[src/hdl/retsub_exec_regs.svh]
// constants for the literal-return and subtract execution block
`ifndef RETSUB_EXEC_REGS_SVH
`define RETSUB_EXEC_REGS_SVH
// opcode patterns (upper byte of the 16-bit word)
`define OPC_RET_LIT        8'h0c
`define OPC_LIT_SUB        8'h08
`define OPC_FILE_SUB_MASK  8'hfc
`define OPC_FILE_SUB       8'h5c
// field positions in the instruction word
`define FLD_DEST_BIT       9
`define FLD_BANK_BIT       8
// highest file address that uses indexed literal-offset addressing
`define IDX_OFFSET_LIMIT   8'h5f
// status flag bit positions
`define FLAG_C_BIT         0
`define FLAG_DC_BIT        1
`define FLAG_Z_BIT         2
`define FLAG_OV_BIT        3
`define FLAG_N_BIT         4
// reset values
`define WORK_RESET         8'h00
`define FLAGS_RESET        5'h00
`endif

[src/hdl/retsub_exec_pkg.sv]
// types for the literal-return and subtract execution block
package retsub_exec_pkg;
  typedef enum logic [1:0] {PH_Q1, PH_Q2, PH_Q3, PH_Q4} phase_t;
  typedef enum logic [1:0] {ST_RUN, ST_NOP} cyc_t;
  // subtract unit result
  typedef struct packed {
    logic [7:0] diff;
    logic [4:0] flags;
  } sub_res_t;
  // data-memory write request
  typedef struct packed {
    logic       we;
    logic       indexed;
    logic       banked;
    logic [3:0] bank;
    logic [7:0] addr;
    logic [7:0] data;
  } mem_wr_t;
endpackage : retsub_exec_pkg

[src/hdl/byte_subtract.sv]
// eight-bit subtractor with status flags
`timescale 1ns/10ps
`include "retsub_exec_regs.svh"
module byte_subtract
  import retsub_exec_pkg::*;
(
  // operands
  input  wire logic [7:0] minuend_i,
  input  wire logic [7:0] subtrahend_i,
  // result
  output sub_res_t        res_o
);
  logic [8:0] full;
  logic [4:0] low;
  // two's complement subtract, carry means no borrow
  always_comb begin
    full = {1'b0, minuend_i} + {1'b0, ~subtrahend_i} + 9'h001;
    low  = {1'b0, minuend_i[3:0]} + {1'b0, ~subtrahend_i[3:0]} + 5'h01;
    res_o.diff = full[7:0];
    res_o.flags = 5'h00;
    res_o.flags[`FLAG_C_BIT]  = full[8];
    res_o.flags[`FLAG_DC_BIT] = low[4];
    res_o.flags[`FLAG_Z_BIT]  = (full[7:0] == 8'h00);
    res_o.flags[`FLAG_N_BIT]  = full[7];
    res_o.flags[`FLAG_OV_BIT] = (minuend_i[7] != subtrahend_i[7]) && (full[7] != minuend_i[7]);
  end
endmodule : byte_subtract

[src/hdl/retsub_exec.sv]
// execution logic for return-with-literal and the two subtracts
// Summary of operation
// - return_with_literal loads the literal into work and pops stack_top into the pc, latches untouched.
// - return_with_literal is one word, two cycles, pop and work write in Q4 of the first, second is a nop.
// - literal_minus_work puts literal minus work into work in one cycle.
// - file_minus_work computes file register minus work by two's complement in one cycle.
// - a clear destination bit sends the result to work, a set one back to the file register.
// - a clear bank bit selects the shared bank, a set one uses bank_select_register.
// - bank bit clear, extended set on and address up to 5fh selects indexed literal-offset addressing.
`timescale 1ns/10ps
`include "retsub_exec_regs.svh"
module retsub_exec
  import retsub_exec_pkg::*;
(
  // clock and reset
  input  wire logic        ref_clk_i,
  input  wire logic        reset_i,
  // decoder side
  input  wire logic        instr_valid_i,
  input  wire logic [15:0] instr_i,
  input  wire logic        ext_set_en_i,
  // core state
  input  wire logic [3:0]  bank_select_register_i,
  input  wire logic [7:0]  file_data_i,
  input  wire logic [20:0] stack_top_i,
  // results
  output logic [7:0]       work_o,
  output logic [4:0]       flags_o,
  output logic [20:0]      pc_load_val_o,
  output logic             pc_load_o,
  output logic             stack_pop_o,
  output mem_wr_t          mem_wr_o,
  output logic             busy_o,
  output phase_t           phase_o
);
  // complete state of the block
  typedef struct packed {
    phase_t     phase;
    cyc_t       cyc;
    logic [15:0] ins;
    logic       held;
    logic [7:0] work;
    logic [4:0] flags;
    logic [20:0] pcv;
    logic       pcl;
    logic       pop;
    logic       busy;
    mem_wr_t    mw;
  } state_t;

  state_t s_r, s_nxt;
  sub_res_t sub_res;
  logic [7:0] minu;
  logic is_ret, is_lsub, is_fsub;

  // decode of the held instruction
  always_comb begin
    is_ret  = s_r.held && (s_r.cyc == ST_RUN) && (s_r.ins[15:8] == `OPC_RET_LIT);
    is_lsub = s_r.held && (s_r.ins[15:8] == `OPC_LIT_SUB);
    is_fsub = s_r.held && ((s_r.ins[15:8] & `OPC_FILE_SUB_MASK) == `OPC_FILE_SUB);
    minu    = is_fsub ? file_data_i : s_r.ins[7:0];
  end

  // shared subtractor
  byte_subtract u_sub (
    .minuend_i    (minu),
    .subtrahend_i (s_r.work),
    .res_o        (sub_res)
  );

  // -----------------------------
  // phase sequencing and execution
  // -----------------------------
  always_comb begin
    s_nxt     = s_r;
    s_nxt.pcl = 1'b0;
    s_nxt.pop = 1'b0;
    s_nxt.mw.we = 1'b0;
    case (s_r.phase)
      PH_Q1: begin
        s_nxt.phase = PH_Q2;
        if (s_r.cyc == ST_RUN) begin
          s_nxt.held = instr_valid_i;
          s_nxt.ins  = instr_i;
        end
      end
      PH_Q2: s_nxt.phase = PH_Q3;
      PH_Q3: begin
        s_nxt.phase = PH_Q4;
        if (is_ret) begin
          s_nxt.work = s_r.ins[7:0];
          s_nxt.pcv  = stack_top_i;
          s_nxt.pcl  = 1'b1;
          s_nxt.pop  = 1'b1;
        end else if (is_lsub) begin
          s_nxt.work  = sub_res.diff;
          s_nxt.flags = sub_res.flags;
        end else if (is_fsub) begin
          s_nxt.flags = sub_res.flags;
          if (!s_r.ins[`FLD_DEST_BIT]) begin
            s_nxt.work = sub_res.diff;
          end else begin
            s_nxt.mw.we   = 1'b1;
            s_nxt.mw.data = sub_res.diff;
          end
        end
      end
      PH_Q4: begin
        s_nxt.phase = PH_Q1;
        if (is_ret) begin
          s_nxt.cyc  = ST_NOP;
          s_nxt.busy = 1'b1;
        end else begin
          s_nxt.cyc  = ST_RUN;
          s_nxt.busy = 1'b0;
          s_nxt.held = (s_r.cyc == ST_NOP) ? 1'b0 : s_r.held;
        end
        if (s_r.cyc == ST_NOP) begin
          s_nxt.held = 1'b0;
        end
      end
      default: s_nxt.phase = PH_Q1;
    endcase
    // addressing of the file operand
    s_nxt.mw.addr    = s_r.ins[7:0];
    s_nxt.mw.banked  = s_r.ins[`FLD_BANK_BIT];
    s_nxt.mw.bank    = s_r.ins[`FLD_BANK_BIT] ? bank_select_register_i : 4'h0;
    s_nxt.mw.indexed = !s_r.ins[`FLD_BANK_BIT] && ext_set_en_i
                       && (s_r.ins[7:0] <= `IDX_OFFSET_LIMIT);
  end

  // state register
  always_ff @(posedge ref_clk_i) begin
    if (reset_i) begin
      s_r <= '0;
      s_r.work  <= `WORK_RESET;
      s_r.flags <= `FLAGS_RESET;
    end else begin
      s_r <= s_nxt;
    end
  end

  // outputs straight from state
  always_comb begin
    work_o        = s_r.work;
    flags_o       = s_r.flags;
    pc_load_val_o = s_r.pcv;
    pc_load_o     = s_r.pcl;
    stack_pop_o   = s_r.pop;
    mem_wr_o      = s_r.mw;
    busy_o        = s_r.busy;
    phase_o       = s_r.phase;
  end

  // -----------------------------
  // checks
  // -----------------------------
  property p_ret_work;
    @(posedge ref_clk_i) disable iff (reset_i)
      is_ret && s_r.phase == PH_Q3 |=> work_o == $past(s_r.ins[7:0]) && pc_load_o && stack_pop_o;
  endproperty
  a_ret_work: assert property (p_ret_work) else $error("literal return failed");

  property p_ret_nop;
    @(posedge ref_clk_i) disable iff (reset_i)
      is_ret && s_r.phase == PH_Q4 |=> busy_o [*4] ##1 !busy_o;
  endproperty
  a_ret_nop: assert property (p_ret_nop) else $error("second cycle not a nop");

  property p_nop_quiet;
    @(posedge ref_clk_i) disable iff (reset_i)
      busy_o |-> !mem_wr_o.we && !pc_load_o && !stack_pop_o && $stable(work_o) && $stable(flags_o);
  endproperty
  a_nop_quiet: assert property (p_nop_quiet) else $error("activity during nop");

  property p_lsub;
    @(posedge ref_clk_i) disable iff (reset_i)
      is_lsub && s_r.phase == PH_Q3 |=> work_o == $past(s_r.ins[7:0]) - $past(s_r.work);
  endproperty
  a_lsub: assert property (p_lsub) else $error("literal subtract wrong");

  property p_fsub_file;
    @(posedge ref_clk_i) disable iff (reset_i)
      is_fsub && s_r.phase == PH_Q3 && s_r.ins[`FLD_DEST_BIT]
      |=> mem_wr_o.we && mem_wr_o.data == $past(file_data_i) - $past(s_r.work);
  endproperty
  a_fsub_file: assert property (p_fsub_file) else $error("file destination wrong");

  property p_fsub_work;
    @(posedge ref_clk_i) disable iff (reset_i)
      is_fsub && s_r.phase == PH_Q3 && !s_r.ins[`FLD_DEST_BIT]
      |=> !mem_wr_o.we && work_o == $past(file_data_i) - $past(s_r.work);
  endproperty
  a_fsub_work: assert property (p_fsub_work) else $error("work destination wrong");

  property p_bank;
    @(posedge ref_clk_i) disable iff (reset_i)
      $past(s_r.ins[`FLD_BANK_BIT]) == 1'b0 |-> mem_wr_o.bank == 4'h0 && !mem_wr_o.banked;
  endproperty
  a_bank: assert property (p_bank) else $error("shared bank not selected");

  property p_index;
    @(posedge ref_clk_i) disable iff (reset_i)
      mem_wr_o.indexed |-> !mem_wr_o.banked && mem_wr_o.addr <= `IDX_OFFSET_LIMIT;
  endproperty
  a_index: assert property (p_index) else $error("indexed mode misused");

  property p_flags;
    @(posedge ref_clk_i) disable iff (reset_i)
      (is_lsub || is_fsub) && s_r.phase == PH_Q3
      |=> flags_o[`FLAG_Z_BIT] == ($past(sub_res.diff) == 8'h00)
          && flags_o[`FLAG_C_BIT] == ($past(minu) >= $past(s_r.work));
  endproperty
  a_flags: assert property (p_flags) else $error("subtract flags wrong");

  property p_ret_pc;
    @(posedge ref_clk_i) disable iff (reset_i)
      is_ret && s_r.phase == PH_Q3 |=> pc_load_val_o == $past(stack_top_i) && $stable(flags_o);
  endproperty
  a_ret_pc: assert property (p_ret_pc) else $error("return address or flags wrong");

  property p_pulse;
    @(posedge ref_clk_i) disable iff (reset_i)
      pc_load_o || stack_pop_o || mem_wr_o.we |=> !pc_load_o && !stack_pop_o && !mem_wr_o.we;
  endproperty
  a_pulse: assert property (p_pulse) else $error("strobe longer than one cycle");
endmodule : retsub_exec

[config.mk]
export PLATFORM = sky130hd
export DESIGN_NAME = retsub_exec
export DESIGN_NICKNAME = d
export VERILOG_FILES = /design/src/hdl/retsub_exec_pkg.sv /design/src/hdl/byte_subtract.sv /design/src/hdl/retsub_exec.sv
export VERILOG_INCLUDE_DIRS = /design/src /design/src/hdl
export SDC_FILE = /design/constraint.sdc
export NUM_CORES = 1
export LEC_CHECK = 0
export BUFFER_PORTS_ARGS = -buffer_cell sky130_fd_sc_hd__buf_2
export CORE_MARGIN = 4
export CORE_UTILIZATION = 48
export CTS_BUF_LIST = sky130_fd_sc_hd__clkbuf_4
export CTS_CLUSTER_DIAMETER = 200
export DETAILED_ROUTE_END_ITERATION = 7
export HOLD_SLACK_MARGIN = 0.03
export PLACE_DENSITY = 0.79
export SLEW_MARGIN = 20
export SYNTH_ARGS = -nofsm -noshare
export SYNTH_HDL_FRONTEND = slang
export SYNTH_SLANG_ARGS = --single-unit
[constraint.sdc]
create_clock -name ref_clk_i -period 2.95 [get_ports ref_clk_i]
set_clock_uncertainty 0.1 [all_clocks]
set_input_delay 0.1475 -clock ref_clk_i [delete_from_list [all_inputs] [get_ports ref_clk_i]]
set_output_delay 0.1475 -clock ref_clk_i [all_outputs]
set_load 0.01 [all_outputs]
==> impl_metrics.tcl <==
set metrics [dict create \
    status "finished, final reports clean" \
    syn_area_per_cell_sq_um 8.477 \
    fin_crit_sh_pct 95.40 \
    syn_area_sq_um 3840 \
    yosysTopAreaCellShare_pct 40.66 \
    met3_usage_pct 3.948 \
    slew_headroom_pct 55.13 \
    rr_startpoint "s_r[76]" \
    use_met1_pct 23.45 \
    track_usage_pct 20.51 \
    setup-tns-final_ps 0 \
    h-tree-depth 3 \
    dp_slack_ps -38.61 \
    startpoint "s_r[76]" \
    fp.dieH_um 97.44 \
    pin_count 115 \
    synth_compound_area_share_pct 15.18 \
    clkTransAtPathRegs_ps 140 \
    die-area_sq_um 9495 \
    synth.distinct_cells 57 \
    cts_tree "yes" \
    leakage_uw 0.002063 \
    placed_cells 598 \
    synth_seq_cells 78 \
    core_area_sq_um 7767 \
    critPathArrivalTime_ps 3050 \
    critPathLaunchType "flip-flop" \
    clock_path_buffers 2 \
    drt_iter0_drc 104 \
    synth_edf_count 0 \
    drt_pre_antenna_iters 4 \
    die_w_um 97.44 \
    slew_violations 0 \
    hold_viol 0 \
    crit_type "flip-flop to flip-flop" \
    drt_drc_violations_left 0 \
    grt_pass1_vias 3431 \
    grt-ovfl-total 0 \
    power.density_cell_area_nw_per_um2 553.6 \
    yosys-mux-area-fraction_pct 2.313 \
    hp-start "file_data_i[7]" \
    port_buffers 114 \
    required_ps 3190 \
    synth-adder-area-share_pct 4.106 \
    async_flop_share_pct 0 \
    syn-instance-count 453 \
    top_usage_layer "met2" \
    grt_max_degree 37 \
    wl_per_cell_um 14.17 \
    min_period_ps 2814 \
    clock_sinks 78 \
    wirelength_um 9352 \
    rsz0062_at_grt "false" \
    worstMarginPinSlew_ps 673.1 \
    drive_gt1_share_pct 30.16 \
    initial_utilization_pct 49.44 \
    grt_util_met2_pct 36.11 \
    peakVddDrop_v 0.0003334 \
    area_growth_pct 20.72 \
    synthSimpleGateAreaFrac_pct 20.89 \
    cts_buffers 9 \
    setup_ws_ps 135.6 \
    vias_per_cell 5.042 \
    finalNetCount 617 \
    antenna_found_initial 1 \
    clock_latency_ps 430 \
    drv_cap 0 \
    finalNonFillerCells 660 \
    place_hpwl_um 6675 \
    synth_ff_type "dfxtp_1" \
    grt_pass1_wl_um 15930 \
    synth_xor_area_share_pct 0.9123 \
    worst_setup_path_end_kind "flip-flop" \
    yosysSeqAreaShare_pct 40.66 \
    cp_max_fo 6 \
    ant_nets 0 \
    synthTopCellsByArea "dfxtp_1 (41%), buf_4 (12%), nand2_1 (9.7%)" \
    hold_path_class "input pin to flip-flop" \
    num_rows 32 \
    syn_nets 518 \
    max_freq_mhz 355.3 \
    synth_top_family_by_area "simple AND/OR/NAND/NOR gates" \
    dr_total_vias 3328 \
    synth.largest_area_cell "dfxtp_1" \
    root_buffer "clkbuf_4" \
    ys_warn_count 0 \
    nFillCells 717 \
    setup_viol 0 \
    routabilityCongestion 0.8154 \
]
[cell type report]
cell class	count	area (sq um)	area share, %
antenna	1	2.502	0.05398
clock buffer	9	67.56	1.457
clock inverter	7	56.30	1.215
inverter	14	52.55	1.134
multi-input combinational	281	1684	36.33
sequential	78	1562	33.68
tap	102	127.6	2.753
timing repair buffer	168	1084	23.37
[where the power goes]
part	leakage (uW)	total (uW)	switching (uW)	internal [uW]
logic	0.00136	775	427	348
clock network	0.0000677	596	411	185
registers	0.000634	1200	65.7	1130
total	0.00206	2570	903	1660
[cells in the final DEF, fill, tap and decap left out, types with 3 or more instances in the layout]
cell	instances
buf_2	114
nand2_1	99
dfxtp_1	78
a21oi_1	53
dlygate4sd3_1	43
nor2_1	20
inv_1	14
nor2b_1	13
ha_1	11
buf_4	11
clkbuf_4	9
mux2_2	7
nand3_1	7
a311oi_1	6
nand2b_1	4
and2_1	4
inv_6	4
xnor2_1	3
o21ai_0	3
o311ai_1	3
[worst max-delay path, cell delays in order (launching register included)]
cell and delay [ps]:
dfxtp_1 340, and4bb_2 370, nand2_4 110, mux2i_1 140, ha_1 240, fa_1 400
nand2b_1 200, a21oi_2 170, xor2_1 280, nand2_1 90, a311oi_1 290
[synth_stat cells, drive strengths merged (3+ instances only)]
cell	count
a21oi	55
a311oi	6
and2	6
and3	3
buf	64
clkbuf	16
dfxtp	78
ha	11
inv	14
mux2	7
nand2	101
nand2b	4
nand3	7
nor2	20
nor2b	13
o21ai	3
o311ai	3
xnor2	3
[metal layers]
| metal | vias up | wire length, um | part of all wire (%) |
|---|---|---|---|
| met4 | 0 | 302 | 3.2 |
| met3 | 26 | 461 | 4.9 |
| met1 | 1532 | 3827 | 41 |
| met5 | - | 0 | 0 |
| met2 | 102 | 4760 | 51 |
| li1 | 1668 | - | - |
[stage by stage]
step	total power, uW	hold WS, ps	instance area [sq um]	utilization, %
finish	2566	74.89	4636	59.68
floorplan	1754	169.2	3840	-
CTS	2569	57.24	4606	59.29
global route	2751	71.77	4636	59.68
global placement	1900	247.8	4046	52.09
detailed placement	1930	252.3	4046	52.09
[logic make-up after synthesis]
family,Yosys count
DFF,78
buffers and inverters,94
and+or+nand+nor,167
xor gates and xnor gates,4
AOI/OAI and AO/OA,90
adders and majority gates,12
muxes,8
[flip-flops by register name, indices dropped and copies added, names as in the netlist]
signal,flops
flags_o,5
s_r,8
work_o,8
busy_o,1
pc_load_o,1
mem_wr_o,23
s_nxt,9
pc_load_val_o,21
phase_o,2
[worst paths after layout]
| kind | to | slack, ps | depth (start not counted) |
|---|---|---|---|
| max | work_o[4] | 140 | 10 |
| min | flags_o[3] | 70 | 4 |
| max reg2reg | work_o[4] | 140 | 10 |
| min reg2reg | pc_load_val_o[16] | 360 | 2 |
[timing repair]
| item | 4_1_cts | 5_1_grt |
|---|---|---|
| pin swaps | 0 | 2 |
| setup buffers | 0 | 2 |
| endpoints found under the setup margin | 3 | 5 |
| hold endpoints to repair | 43 | 0 |
| gates resized for setup | 1 | 6 |
| hold buffers | 43 | 0 |
Note: power is estimated with default switching activity, not from simulation.
